===== config.mk =====
export PLATFORM = sky130hd
export DESIGN_NAME = ep_zero_interrupt_status
export DESIGN_NICKNAME = d
export VERILOG_FILES = /design/src/ep_zero_interrupt_status.v
export VERILOG_INCLUDE_DIRS = /design/src
export SDC_FILE = /design/constraint.sdc
export NUM_CORES = 1
export LEC_CHECK = 0
export BUFFER_PORTS_ARGS = -buffer_cell sky130_fd_sc_hd__buf_2
export CAP_MARGIN = 20
export CORE_ASPECT_RATIO = 1.4
export CORE_MARGIN = 1.5
export CORE_UTILIZATION = 35
export DETAILED_ROUTE_END_ITERATION = 8
export GPL_TIMING_DRIVEN = 0
export SLEW_MARGIN = 20
export SYNTH_ARGS = -nofsm -noshare
export SYNTH_HDL_FRONTEND = slang
export SYNTH_SLANG_ARGS = --single-unit

===== constraint.sdc =====
create_clock -name REF_CLK -period 3.91 [get_ports REF_CLK]
set_input_delay 0.5865 -clock REF_CLK [delete_from_list [all_inputs] [get_ports REF_CLK]]
set_output_delay 0.5865 -clock REF_CLK [all_outputs]
set_load 0.005 [all_outputs]

===== src/ep_zero_irq_consts.vh =====
`ifndef EP_ZERO_IRQ_CONSTS_VH
`define EP_ZERO_IRQ_CONSTS_VH

// register indexes; byte address is four times the index
`define IDX_BUS_EVENT_STATUS 22'h0F0550
`define IDX_EP_ZERO_STATUS 22'h0F0551
`define IDX_BUS_EVENT_CLEAR 22'h0F0560
`define IDX_EP_ZERO_CLEAR 22'h0F0561
`define IDX_IRQ_MASK_BUS 22'h0F0568
`define IDX_IRQ_MASK_EP0 22'h0F0569
`define IDX_NAK_CONTROL 22'h0F0570

// ep_zero_irq_status bit positions
`define BIT_FW_DECODE 0
`define BIT_SETUP_SEEN 1
`define BIT_STATUS_STAGE 2
`define BIT_XFER_SUCCESS 3
`define BIT_RX_DATA 4
`define BIT_TX_DONE 5
`define BIT_IN_NAK 6
`define BIT_UNUSED 7

// reset values
`define STATUS_RESET 8'h00
`define MASK_RESET 8'hFF
`define NAK_CTRL_RESET 8'h00

// bus responses
`define RESP_OKAY 2'h0
`define RESP_SLVERR 2'h2
`define RESP_DECERR 2'h3

`endif


===== src/ep_zero_interrupt_status.v =====
// What this block does
// - any unmasked status bit being set raises shared request
// - status register is read only, 8-bit
// - writing 0 to clear bit clears status
// - next SETUP clears success and stage flags
// - all USB sources ORed into one request
// - request stays high while any source pending
// - bit 6 set on NAKed endpoint-zero IN
// - bit 5 set when host got transmit data
// - data sent on IN after arming one
// - bit 5 set for null packet too
// - first transmit-buffer write clears bit 5
// - bit 4 on receive data, not null
// - bit 3 when status stage completes correctly
// - bit 2 when entering status stage
// - bit 0 decode pending, bit 1 setup
//
// Decided for this implementation: the AXI4-Lite slave port.
`timescale 1ns/100ps
`default_nettype none
`include "ep_zero_irq_consts.vh"

module ep_zero_interrupt_status #(
  parameter ADDR_W = 24
) (
  input wire REF_CLK,
  input wire RST_B,
  input wire [ADDR_W-1:0] S_AXI_AWADDR,
  input wire S_AXI_AWVALID,
  output reg S_AXI_AWREADY,
  input wire [31:0] S_AXI_WDATA,
  input wire [3:0] S_AXI_WSTRB,
  input wire S_AXI_WVALID,
  output reg S_AXI_WREADY,
  output reg [1:0] S_AXI_BRESP,
  output reg S_AXI_BVALID,
  input wire S_AXI_BREADY,
  input wire [ADDR_W-1:0] S_AXI_ARADDR,
  input wire S_AXI_ARVALID,
  output reg S_AXI_ARREADY,
  output reg [31:0] S_AXI_RDATA,
  output reg [1:0] S_AXI_RRESP,
  output reg S_AXI_RVALID,
  input wire S_AXI_RREADY,
  input wire IN_TOKEN,
  input wire TX_DONE_EVT,
  input wire TX_BUF_WRITE,
  input wire RX_DATA_EVT,
  input wire RX_IS_NULL,
  input wire RX_EMPTIED,
  input wire STATUS_OK_EVT,
  input wire STATUS_STAGE_EVT,
  input wire SETUP_TOKEN,
  input wire SETUP_DATA_EVT,
  input wire FW_DECODE_EVT,
  input wire SETUP_BUF_READ_DONE,
  input wire [7:0] BUS_EVT,
  output reg TX_SEND,
  output reg IN_NAK,
  output reg USB_SHARED_IRQ
);

  reg rst_meta_reg;
  reg rst_sync_reg;
  wire rst_n;

  always @(posedge REF_CLK or negedge RST_B) begin
    if (!RST_B) begin
      rst_meta_reg <= 1'b0;
      rst_sync_reg <= 1'b0;
    end else begin
      rst_meta_reg <= 1'b1;
      rst_sync_reg <= rst_meta_reg;
    end
  end
  assign rst_n = rst_sync_reg;

  // address to register index, or all ones when not word aligned
  function [21:0] word_index;
    input [ADDR_W-1:0] addr;
    begin
      if (addr[1:0] != 2'h0) begin
        word_index = 22'h3FFFFF;
      end else begin
        word_index = addr[ADDR_W-1:2];
      end
    end
  endfunction

  function index_mapped;
    input [21:0] idx;
    begin
      case (idx)
        `IDX_BUS_EVENT_STATUS, `IDX_EP_ZERO_STATUS, `IDX_BUS_EVENT_CLEAR,
        `IDX_EP_ZERO_CLEAR, `IDX_IRQ_MASK_BUS, `IDX_IRQ_MASK_EP0,
        `IDX_NAK_CONTROL: index_mapped = 1'b1;
        default: index_mapped = 1'b0;
      endcase
    end
  endfunction

  reg [7:0] ep0_status_reg;
  reg [7:0] ep0_status_next;
  reg [7:0] bus_status_reg;
  reg [7:0] bus_status_next;
  reg [7:0] mask_ep0_reg;
  reg [7:0] mask_bus_reg;
  reg [7:0] nak_ctrl_reg;
  reg [7:0] nak_ctrl_next;
  reg [7:0] ep0_clear_reg;
  reg [7:0] bus_clear_reg;

  // write channel: address and data taken in either order
  reg aw_held_reg;
  reg w_held_reg;
  reg [21:0] aw_idx_reg;
  reg [31:0] w_data_reg;
  reg [3:0] w_strb_reg;
  wire wr_fire;
  wire lane0;
  wire [7:0] wbyte;

  assign wr_fire = aw_held_reg && w_held_reg && !S_AXI_BVALID;
  assign lane0 = w_strb_reg[0];
  assign wbyte = w_data_reg[7:0];

  always @(posedge REF_CLK or negedge rst_n) begin
    if (!rst_n) begin
      aw_held_reg <= 1'b0;
      w_held_reg <= 1'b0;
      aw_idx_reg <= 22'h000000;
      w_data_reg <= 32'h00000000;
      w_strb_reg <= 4'h0;
      S_AXI_AWREADY <= 1'b0;
      S_AXI_WREADY <= 1'b0;
      S_AXI_BVALID <= 1'b0;
      S_AXI_BRESP <= `RESP_OKAY;
    end else begin
      S_AXI_AWREADY <= !aw_held_reg && !S_AXI_AWREADY && !S_AXI_BVALID;
      S_AXI_WREADY <= !w_held_reg && !S_AXI_WREADY && !S_AXI_BVALID;
      if (S_AXI_AWVALID && S_AXI_AWREADY) begin
        aw_held_reg <= 1'b1;
        aw_idx_reg <= word_index(S_AXI_AWADDR);
        S_AXI_AWREADY <= 1'b0;
      end
      if (S_AXI_WVALID && S_AXI_WREADY) begin
        w_held_reg <= 1'b1;
        w_data_reg <= S_AXI_WDATA;
        w_strb_reg <= S_AXI_WSTRB;
        S_AXI_WREADY <= 1'b0;
      end
      if (wr_fire) begin
        aw_held_reg <= 1'b0;
        w_held_reg <= 1'b0;
        S_AXI_BVALID <= 1'b1;
        if (!index_mapped(aw_idx_reg)) begin
          S_AXI_BRESP <= `RESP_DECERR;
        end else if (aw_idx_reg == `IDX_EP_ZERO_STATUS ||
                     aw_idx_reg == `IDX_BUS_EVENT_STATUS) begin
          S_AXI_BRESP <= `RESP_SLVERR;
        end else begin
          S_AXI_BRESP <= `RESP_OKAY;
        end
      end else if (S_AXI_BVALID && S_AXI_BREADY) begin
        S_AXI_BVALID <= 1'b0;
      end
    end
  end

  // one-cycle clear strobes, an all-ones byte means nothing cleared
  wire wr_ok;
  assign wr_ok = wr_fire && lane0;

  reg [7:0] mask_ep0_next;
  reg [7:0] mask_bus_next;

  // next mask values, so the request follows a mask write on the same edge
  always @* begin
    mask_ep0_next = mask_ep0_reg;
    mask_bus_next = mask_bus_reg;
    if (wr_ok && aw_idx_reg == `IDX_IRQ_MASK_EP0) begin
      mask_ep0_next = wbyte;
    end
    if (wr_ok && aw_idx_reg == `IDX_IRQ_MASK_BUS) begin
      mask_bus_next = wbyte;
    end
  end

  always @(posedge REF_CLK or negedge rst_n) begin
    if (!rst_n) begin
      mask_ep0_reg <= `MASK_RESET;
      mask_bus_reg <= `MASK_RESET;
    end else begin
      mask_ep0_reg <= mask_ep0_next;
      mask_bus_reg <= mask_bus_next;
    end
  end

  always @* begin
    ep0_clear_reg = 8'hFF;
    bus_clear_reg = 8'hFF;
    if (wr_ok && aw_idx_reg == `IDX_EP_ZERO_CLEAR) begin
      ep0_clear_reg = wbyte;
    end
    if (wr_ok && aw_idx_reg == `IDX_BUS_EVENT_CLEAR) begin
      bus_clear_reg = wbyte;
    end
  end

  // transmit arming and IN-token answer
  reg tx_fire;
  reg nak_fire;
  wire fw_nak_write;
  assign fw_nak_write = wr_ok && aw_idx_reg == `IDX_NAK_CONTROL;

  always @* begin
    nak_ctrl_next = nak_ctrl_reg;
    tx_fire = 1'b0;
    nak_fire = 1'b0;
    if (fw_nak_write) begin
      nak_ctrl_next = wbyte;
    end
    if (IN_TOKEN) begin
      if (nak_ctrl_reg[0]) begin
        tx_fire = 1'b1;
        nak_ctrl_next[0] = 1'b0;
      end else begin
        nak_fire = 1'b1;
      end
    end
  end

  always @(posedge REF_CLK or negedge rst_n) begin
    if (!rst_n) begin
      nak_ctrl_reg <= `NAK_CTRL_RESET;
      TX_SEND <= 1'b0;
      IN_NAK <= 1'b0;
    end else begin
      nak_ctrl_reg <= nak_ctrl_next;
      TX_SEND <= tx_fire;
      IN_NAK <= nak_fire;
    end
  end

  // status update: hardware set wins over any clear in the same cycle
  reg [7:0] ep0_set;
  reg [7:0] ep0_hw_clr;

  always @* begin
    ep0_set = 8'h00;
    ep0_hw_clr = 8'h00;
    ep0_set[`BIT_IN_NAK] = nak_fire;
    ep0_set[`BIT_TX_DONE] = TX_DONE_EVT;
    ep0_set[`BIT_RX_DATA] = RX_DATA_EVT && !RX_IS_NULL;
    ep0_set[`BIT_XFER_SUCCESS] = STATUS_OK_EVT;
    ep0_set[`BIT_STATUS_STAGE] = STATUS_STAGE_EVT;
    ep0_set[`BIT_SETUP_SEEN] = SETUP_DATA_EVT;
    ep0_set[`BIT_FW_DECODE] = FW_DECODE_EVT;
    ep0_hw_clr[`BIT_TX_DONE] = TX_BUF_WRITE;
    ep0_hw_clr[`BIT_RX_DATA] = RX_EMPTIED;
    ep0_hw_clr[`BIT_XFER_SUCCESS] = SETUP_TOKEN;
    ep0_hw_clr[`BIT_STATUS_STAGE] = SETUP_TOKEN;
    ep0_hw_clr[`BIT_FW_DECODE] = SETUP_BUF_READ_DONE;
    // zero in clear byte clears bit
    ep0_status_next = ep0_set | (ep0_status_reg & ep0_clear_reg & ~ep0_hw_clr);
    ep0_status_next[`BIT_UNUSED] = 1'b0;
    bus_status_next = BUS_EVT | (bus_status_reg & bus_clear_reg);
  end

  wire ep0_pending;
  wire bus_pending;
  assign ep0_pending = |(ep0_status_next & mask_ep0_next);
  assign bus_pending = |(bus_status_next & mask_bus_next);

  always @(posedge REF_CLK or negedge rst_n) begin
    if (!rst_n) begin
      ep0_status_reg <= `STATUS_RESET;
      bus_status_reg <= `STATUS_RESET;
      USB_SHARED_IRQ <= 1'b0;
    end else begin
      ep0_status_reg <= ep0_status_next;
      bus_status_reg <= bus_status_next;
      // level OR of every pending source
      USB_SHARED_IRQ <= ep0_pending | bus_pending;
    end
  end

  // read channel
  reg [7:0] rd_byte;
  reg rd_hit;
  wire [21:0] ar_idx;
  assign ar_idx = word_index(S_AXI_ARADDR);

  always @* begin
    rd_hit = 1'b1;
    case (ar_idx)
      `IDX_EP_ZERO_STATUS: rd_byte = ep0_status_reg;
      `IDX_BUS_EVENT_STATUS: rd_byte = bus_status_reg;
      `IDX_IRQ_MASK_EP0: rd_byte = mask_ep0_reg;
      `IDX_IRQ_MASK_BUS: rd_byte = mask_bus_reg;
      `IDX_NAK_CONTROL: rd_byte = nak_ctrl_reg;
      `IDX_EP_ZERO_CLEAR, `IDX_BUS_EVENT_CLEAR: rd_byte = 8'h00;
      default: begin
        rd_byte = 8'h00;
        rd_hit = 1'b0;
      end
    endcase
  end

  always @(posedge REF_CLK or negedge rst_n) begin
    if (!rst_n) begin
      S_AXI_ARREADY <= 1'b0;
      S_AXI_RVALID <= 1'b0;
      S_AXI_RDATA <= 32'h00000000;
      S_AXI_RRESP <= `RESP_OKAY;
    end else begin
      S_AXI_ARREADY <= !S_AXI_ARREADY && !S_AXI_RVALID && S_AXI_ARVALID;
      if (S_AXI_ARVALID && S_AXI_ARREADY) begin
        S_AXI_ARREADY <= 1'b0;
        S_AXI_RVALID <= 1'b1;
        S_AXI_RDATA <= {24'h000000, rd_byte};
        S_AXI_RRESP <= rd_hit ? `RESP_OKAY : `RESP_DECERR;
      end else if (S_AXI_RVALID && S_AXI_RREADY) begin
        S_AXI_RVALID <= 1'b0;
      end
    end
  end

endmodule
`default_nettype wire


After elaboration in Yosys (flattened, before gate mapping)
Index checks and enable logic that the tools add are counted.
{"block": "totals", "reg_bits": 94, "input_bits": 111, "output_inout_bits": 44, "elab_cells": 117}
{"block": "classes", "n_eq_ne": 14, "mux": 31, "bitwise_logic": 9, "n_reduce_logical": 39}
{"op": "22-bit by 20-bit == test with 1-bit output, second input constant", "count": 14}
{"op": "22-bit two-way mux", "count": 2}
{"op": "8-bit one-hot mux with 5 select lines", "count": 1}
{"op": "8-bit two-way mux", "count": 3}
{"op": "1-bit two-way mux", "count": 21}
{"op": "1-bit logical AND", "count": 20}
{"op": "8-bit AND", "count": 2}
{"op": "8-bit OR reduction", "count": 2}
{"op": "7-bit AND", "count": 2}
{"op": "7-bit OR reduction", "count": 2}
{"op": "2-bit nonzero test", "count": 6}
{"op": "7-bit by 8-bit AND with 8-bit output", "count": 1}
{"op": "1-bit logical NOT", "count": 8}
{"op": "8-bit OR", "count": 1}
{"op": "7-bit two-way mux", "count": 1}
{"op": "6-bit inverter with 7-bit output", "count": 1}
{"op": "7-bit OR", "count": 1}
{"op": "2-bit two-way mux", "count": 3}
{"op": "1-bit logical OR", "count": 1}
{"op": "1-bit OR", "count": 1}

Depth between registers and ports, before layout
Gate-level depths: netlist (run 1).
{"block": "depth", "depth_word": 11, "mapped_depth": 10, "mapped_depth_nobuf": 7}

Worst setup path after synthesis (run 1)
OpenSTA, ideal clock, no wires.
{"block": "synth_path", "kind": "register to register", "from": "register aw_idx_reg[2]", "to": "register USB_SHARED_IRQ", "t_arrival_ns": 2.571, "t_required_ns": 3.767, "path_slack_ns": 1.196, "stages_incl_launch_ff": 9, "synth_period_minus_slack_ns": 2.714, "cell_sequence": "dfrtp_1 or4b_4 or4_4 or2_4 buf_6 mux2_4 o2bb2ai_2 nor4_2 nand3_1"}
{"block": "synth_between", "word_cells_on_any_way": 22}
{"item": "from (decl)", "line_no": "ep_zero_interrupt_status.v:116", "rtl": "reg [21:0] aw_idx_reg;"}
{"item": "from (signal assigned)", "line_no": "ep_zero_interrupt_status.v:143", "rtl": "aw_idx_reg <= word_index(S_AXI_AWADDR);"}
{"item": "22-bit by 20-bit == test with 1-bit output"}
{"item": "1-bit logical AND (no line)"}
{"item": "8-bit two-way mux", "line_no": "ep_zero_interrupt_status.v:181", "rtl": "if (wr_ok && aw_idx_reg == `IDX_IRQ_MASK_EP0) begin"}
{"item": "via mask_ep0_next[1]", "line_no": "ep_zero_interrupt_status.v:174", "rtl": "reg [7:0] mask_ep0_next;"}
{"item": "7-bit by 8-bit AND with 8-bit output", "line_no": "ep_zero_interrupt_status.v:272", "rtl": "assign ep0_pending = |(ep0_status_next & mask_ep0_next);"}
{"item": "8-bit OR reduction", "line_no": "ep_zero_interrupt_status.v:272"}
{"item": "1-bit OR", "line_no": "ep_zero_interrupt_status.v:284", "rtl": "USB_SHARED_IRQ <= ep0_pending | bus_pending;"}
{"item": "to (signal assigned)", "line_no": "ep_zero_interrupt_status.v:284"}
{"item": "to (decl)", "line_no": "ep_zero_interrupt_status.v:60", "rtl": "output reg USB_SHARED_IRQ"}
The timed path passes the listed nets, and every way through them passes these cells.
A chain may end at the register's enable or synchronous reset.

Worst setup path in the final report (run 1)
{"block": "layout_path", "from": "register aw_idx_reg[3]", "to": "register USB_SHARED_IRQ"}
{"block": "layout_between", "elab_chain_len": 9, "word_cells_on_any_way": 22}
{"item": "22-bit by 20-bit == test with 1-bit output"}
{"item": "1-bit logical AND (no line)"}
{"item": "7-bit two-way mux", "line_no": "ep_zero_interrupt_status.v:202", "rtl": "if (wr_ok && aw_idx_reg == `IDX_EP_ZERO_CLEAR) begin"}
{"item": "7-bit AND (2 in a row)", "line_no": "ep_zero_interrupt_status.v:265", "rtl": "ep0_status_next = ep0_set | (ep0_status_reg & ep0_clear_reg & ~ep0_hw_clr);"}
{"item": "7-bit OR", "line_no": "ep_zero_interrupt_status.v:265"}
{"item": "via ep0_status_next[2]", "line_no": "ep_zero_interrupt_status.v:103", "rtl": "reg [7:0] ep0_status_next;"}
{"item": "7-bit by 8-bit AND with 8-bit output", "line_no": "ep_zero_interrupt_status.v:272"}
{"item": "8-bit OR reduction", "line_no": "ep_zero_interrupt_status.v:272"}
{"item": "1-bit OR", "line_no": "ep_zero_interrupt_status.v:284"}
The timed path passes the listed nets, and every way through them passes these cells.

==> results of run 1 <==
==> report_power, final <==
group / internal [W] / switching, W / total [W]
Combinational: 0.000273 / 0.000225 / 0.000499
Sequential: 0.00115 / 0.000179 / 0.00133
Clock: 0.000625 / 0.000362 / 0.000987
==> worst max-delay path by stage <==
stage	start	endpoint	slack [ps]	depth (start not counted)
after floorplan	rst_n$_DFF_PN0_	IN_NAK$_DFF_PN0_	1160	0
after global placement	rst_n$_DFF_PN0_	S_AXI_AWREADY$_DFF_PN0_	70	0
after detailed placement	aw_idx_reg[2]$_DFFE_PN0P_	USB_SHARED_IRQ$_DFF_PN0_	700	7
after CTS	aw_idx_reg[2]$_DFFE_PN0P_	USB_SHARED_IRQ$_DFF_PN0_	680	7
after global routing	S_AXI_BVALID$_DFFE_PN0P_	USB_SHARED_IRQ$_DFF_PN0_	530	9
final	aw_idx_reg[3]$_DFFE_PN0P_	USB_SHARED_IRQ$_DFF_PN0_	750	7
==> worst register-to-register path, delay by kind of cell (launching register included) <==
kind               cells  cell delay [ps]
and+or+nand+nor        6             1940
AOI/OAI and AO/OA      1              620
DFF                    1              430
==> stage by stage <==
stage | power, W | worst slack, ps | hold WS, ps | util [%] | area, µm²
detailed placement | 0.00186 | 698 | 307 | 42.7 | 5290
floorplan | 0.00164 | 1160 | 291 | - | 4550
global placement | 0.00183 | 72.0 | 337 | 42.4 | 5250
global route | 0.00299 | 526 | 9.47 | 45.5 | 5630
CTS | 0.00286 | 676 | 9.69 | 45.5 | 5630
finish | 0.00282 | 747 | 23.6 | 45.5 | 5630
==> per-layer routing <==
metal	up-vias	routed length [µm]	global-route usage [%]
met4	0	258	6.10
met1	1698	4670	20.9
li1	1722	-	-
met3	17	738	3.63
met2	131	5530	29.9
met5	-	0	0
==> cell usage after synthesis, drive strengths merged, types with 4 or more instances <==
library cell | n | area [µm²]
nand2 | 18 | 67.6
nor4 | 5 | 37.5
a211oi | 7 | 52.6
nor2 | 48 | 180
o22ai | 9 | 56.3
and2 | 4 | 25.0
o21ai | 14 | 70.1
mux2 | 28 | 327
a21oi | 16 | 80.1
nand2b | 13 | 81.3
nor4bb | 4 | 40.0
dfrtp | 77 | 1930
clkbuf | 14 | 52.6
nor3 | 17 | 85.1
mux2i | 15 | 150
buf | 29 | 211
dfstp | 16 | 420
o22a | 22 | 194
nor2b | 4 | 25.0
nand3 | 6 | 30.0
inv | 6 | 22.5
a31oi | 6 | 37.5
==> area by class of cell <==
cell class / count / area, µm²
fillers: 1220 / 6740
flip-flops and latches: 93 / 2350
multi-input cells: 295 / 1920
repair buffers: 103 / 538
plain buffers: 43 / 264
clock buffers: 10 / 229
well taps: 150 / 188
clock inverters: 6 / 111
inverters: 6 / 22.5
==> layout by cell type (no fill, tap or decap), types with 6 or more instances in the layout <==
master,instances
conb_1,25
inv_1,6
o22a_1,21
nand2_1,18
a21oi_1,16
clkbuf_1,15
nand2b_1,13
mux2_2,25
mux2i_1,15
dfstp_2,16
clkbuf_16,9
nand3_1,6
o22ai_1,9
o21ai_0,14
nor2_1,48
a211oi_1,7
buf_4,25
dfrtp_1,76
buf_2,103
nor3_1,17
a31oi_1,6
==> logic make-up after synthesis <==
| logic type | Yosys count |
|---|---|
| and+or+nand+nor | 138 |
| DFF | 93 |
| AOI/OAI and AO/OA | 89 |
| buffers and inverters | 49 |
| muxes | 43 |
| other | 2 |
==> out/metrics.cfg, run 1 <==
[logic_synthesis]
synth_xor_area_share_pct=0
synth_compound_area_share_pct=13.8
syn_area_per_cell_um2=10.8
synthFlopType=dfrtp_1
synth_top_family_by_area=simple AND/OR/NAND/NOR gates
ys_seq_area_share_pct=52.6
synthSimpleGateAreaFrac_pct=16.3
synth_seq_cells=93
synth_fa_ha_area_share_pct=0
synthArstFlopShare_pct=100
synth_cell_types=56
synthCells=414
muxShareOfSynthArea_pct=10.7
synth_enable_flop_cells=0
yosysWarnings=0
synth_area_um2=4470

[clocking]
numCtsBuffers=9
cts-root-buf=clkbuf_16
hold_buffers=0
cts_sinks=93
cts_tree=done
htreeDepth=3
cts_buffer_depth=2
clkSlewWorstSetupHoldPaths_ps=70
postCtsSetupBuffers=0
clk_latency_ps=340
ctsResizeCount=0

[status]
outcome=finished, final reports clean

[timing]
min_period_over_period_pct=80.9
setup_viol_count_final=0
tightest_slew_ps=860
fmax_mhz=316
hold_viol=0
rsz0062_at_grt=false
fin_skew_ps=7.63
fin_tns_setup_ps=0
period_needed_ps=3160
slew_headroom_pct=42.2
final-max-slew-violation-count=0

[detailed_routing]
wire_per_inst_um=15.9
vias_per_cell=5.05
drt_iter0_markers=140
drc=0
postRouteWirelength_um=11200
drt_pass1_iterations=4
drtAntennaViolNets=0
route.vias.total=3568

[worst_setup_path]
reg2reg_to=USB_SHARED_IRQ$_DFF_PN0_
max_stage_delay_ps=770
crit_path_end_kind=flop
cp.buffers_inverters=0
r2r_cells=7
r2r-start=aw_idx_reg[3]$_DFFE_PN0P_
cp_data_arrival_time_ps=3330
path_class=flop to flop
cp-start-kind=flop
required_ps=4080
reg2reg_slack_ps=750
cp_top_family=simple AND/OR/NAND/NOR gates
crit_chain=or3b_2, nor4_2, nand2_1, nor3_1, nor2_1, a2111oi_0, nand3_1
worstPathMaxFanout=6
critical_path.slowest_cell=nor4_2

[layout]
instances_no_fill=706
diodes=0
area_delta_synth_final_pct=26.0
nNetsFinal=662
final_layout_size_suffix_gt1_share_pct=36.0
largest_reg_flops=22

[die]
die_x_um=98.5
start_util_pct=36.1
coreArea_um2=12400
pin_count=155
die_h_um=137
row_count=48
dieArea_um2=13500

[global_route]
grt_pass1_wl_um=18100
grtUsageTotal_pct=17.1
grt_pass1_vias=3561
gr-total-overflow=0
antenna_found_initial=0
grt_max_degree=58

[place]
io_buffer_count=102
gp_congestion=0.847
placed_cells=690
dp_hpwl_um=8360

[power_and_ir_drop]
p_per_area_nw_per_um2=501
leakage_nw=2.51
ir_drop_mv=0.264

[hold_path]
hold_path.class=input pin to async pin

[flow_run]
drv_cap=0

Power figures use the tool's default switching activity.
==> inputs of run 2 (changes only) <==
Clock period 3.91 ns to 2.7 ns, I/O delays scaled along.
==> out/metrics.cfg, run 2 (same netlist as run 1, synthesis figures left out) <==
[status]
outcome=complete, but fails checks  ; was finished, final reports clean
violations=negative setup slack

[layout]
mostFrequentLayoutCells=buf_2 (103), dfrtp_1 (76), nor2_1 (48)  ; unchanged
nNetsFinal=665  ; was 662
layout.cells.most_common=buf_2  ; unchanged
diodes=0  ; unchanged
final_layout_size_suffix_gt1_share_pct=37.6  ; was 36.0%
filler_cell_count=1204  ; was 1,220
area_delta_synth_final_pct=26.5  ; was 26.0%
multiInputGateArea_um2=1970  ; was 1920 µm²
largest_reg_flops=22  ; unchanged
regArea_um2=2350  ; unchanged

[worst_setup_path]
r2r_cells=8  ; was 7
max_stage_delay_ps=560  ; was 770 ps
cp.buffers_inverters=1  ; was 0
path_class=flop to flop  ; unchanged
crit_path_end_kind=flop  ; unchanged
worstPathMaxFanout=10  ; was 6
cp_data_arrival_time_ps=2960  ; was 3330 ps
crit_chain=or4b_4, or4_4, or2_4, buf_6, mux2_4, o2bb2ai_2, nor4_2, nand3_1  ; was or3b_2, nor4_2, nand2_1, nor3_1, nor2_1, a2111oi_0, nand3_1
critical_path.slowest_cell=or4b_4  ; was nor4_2
worst-path-stages=8  ; was 7
cp-start-kind=flop  ; unchanged
cp_top_family=simple AND/OR/NAND/NOR gates  ; unchanged
required_ps=2890  ; was 4080 ps

[detailed_routing]
vias_per_cell=5.07  ; was 5.05
drtAntennaViolNets=0  ; unchanged
drt_iter0_markers=176  ; was 140
route.vias.total=3594  ; was 3,568
drc=0  ; unchanged
wire_per_inst_um=16.2  ; was 15.9 µm
postRouteWirelength_um=11500  ; was 11,200 µm
drt_pass1_iterations=6  ; was 4

[timing]
setup_viol_count_final=1  ; was 0
tightest_slew_ps=789  ; was 860 ps
slew_headroom_pct=47.4  ; was 42.2%
period_needed_ps=2770  ; was 3160 ps
fmax_mhz=360  ; was 316 MHz
min_period_over_period_pct=103  ; was 80.9%
rsz0062_at_grt=true  ; was false
fin_tns_setup_ps=-74.8  ; was 0 ps
fin_skew_ps=7.71  ; was 7.63 ps
finalWorstSetupSlack_ps=-74.8  ; was 747 ps
final-max-slew-violation-count=0  ; unchanged
hold_viol=0  ; unchanged

[global_route]
antenna_found_initial=0  ; unchanged
grt_max_degree=55  ; was 58
grt_pass1_wl_um=18200  ; was 18,100 µm
gr-total-overflow=0  ; unchanged
grtUsageTotal_pct=17.4  ; was 17.1%
grt_pass1_vias=3633  ; was 3,561

[power_and_ir_drop]
p_per_area_nw_per_um2=693  ; was 501 nW/µm²
power_w=0.00391  ; was 0.00282 W
leakage_nw=2.52  ; was 2.51 nW
ir_drop_mv=0.376  ; was 0.264 mV

[die]
coreArea_um2=12400  ; unchanged
pin_count=155  ; unchanged
die_x_um=98.5  ; unchanged
dieArea_um2=13500  ; unchanged
start_util_pct=36.1  ; unchanged
die_h_um=137  ; unchanged
row_count=48  ; unchanged

[hold_path]
hold_path.class=input pin to flop  ; was input pin to async pin
whs_path_depth=2

[clocking]
cts_tree=done  ; unchanged
cts_buffer_depth=2  ; unchanged
clk_latency_ps=340  ; about the same
cts-root-buf=clkbuf_16  ; unchanged
htreeDepth=3  ; unchanged
clkSlewWorstSetupHoldPaths_ps=70  ; about the same
cts_sinks=93  ; unchanged
numCtsBuffers=9  ; unchanged

[place]
io_buffer_count=102  ; unchanged
gp_congestion=0.828  ; was 0.847
dp_hpwl_um=8260  ; was 8360 µm

[flow_run]
drv_cap=0  ; unchanged

[run 2: changes by cell type in the layout (fill, tap and decap cells not counted), moves of 2 or more]
cell       change
nor4_1         -2
nand3_1        -2
clkbuf_1       -2
clkbuf_2       +2
bufinv_16      -2
clkinv_2       +2
buf_4          +3
nand3_2        +2
[run 2: report_power, final]
group | total [W] | internal, W | switching, W
sequential | 0.00193 | 0.00167 | 0.000260
combinational | 0.000754 | 0.000410 | 0.000344
clock | 0.00123 | 0.000713 | 0.000517
total | 0.00391 | 0.00279 | 0.00112
[run 2: what timing repair did]
item	4_1_cts	5_1_grt
endpoints found under the hold margin	2	0
endpoints found under the setup margin	9	10
buffers inserted	3	0
pin swaps	1	2
hold buffers	1	0
resized for setup	7	3
[run 2: through the flow]
step	instances	instance area, µm²	utilization (%)	setup slack [ps]	hold slack (ps)
after floorplan	437	4550	-	84.4	109
after global placement	689	5250	42.4	-794	191
after detailed placement	690	5290	42.7	-435	193
after CTS	710	5630	45.5	-82.9	266
after global routing	709	5650	45.7	-206	274
final	709	5650	45.7	-74.8	274
[run 2: worst reg2reg max path, stage by stage, from the launching register on]
cell	delay (ps)
dfrtp_1	380
or4b_4	560
or4_4	440
or2_4	260
buf_6	150
mux2_4	320
o2bb2ai_2	130
nor4_2	260
nand3_1	130
[run 2: area by class of cell]
class / count / area share, %
flip-flops and latches: 93 / 41.6
multi-input cells: 295 / 34.8
repair buffers: 107 / 10.1
inverters: 6 / 0.399
clock buffers: 11 / 4.12
well taps: 150 / 3.32
clock inverters: 5 / 0.930
plain buffers: 42 / 4.65
[run 2: path summary, 6_finish.rpt]
check,from,endpoint,slack (ps)
hold / removal,S_AXI_AWADDR[16],aw_idx_reg[14]$_DFFE_PN0P_,270
setup / recovery,aw_idx_reg[9]$_DFFE_PN0P_,USB_SHARED_IRQ$_DFF_PN0_,-70
setup reg to reg,aw_idx_reg[9]$_DFFE_PN0P_,USB_SHARED_IRQ$_DFF_PN0_,-70
max in group asynchronous,rst_n$_DFF_PN0_,mask_bus_reg[7]$_DFF_PN1_,1680
min in group asynchronous,rst_n$_DFF_PN0_,ep0_status_reg[6]$_DFF_PN0_,310
hold reg to reg,rst_n$_DFF_PN0_,ep0_status_reg[6]$_DFF_PN0_,310
[run 2: layer usage]
metal / track usage, % / wire length [µm] / up-vias
met5: 0 / 0 / -
met4: 5.40 / 121 / 0
met3: 4.85 / 892 / 13
met2: 31.4 / 5930 / 153
met1: 19.9 / 4560 / 1708
li1: - / - / 1720
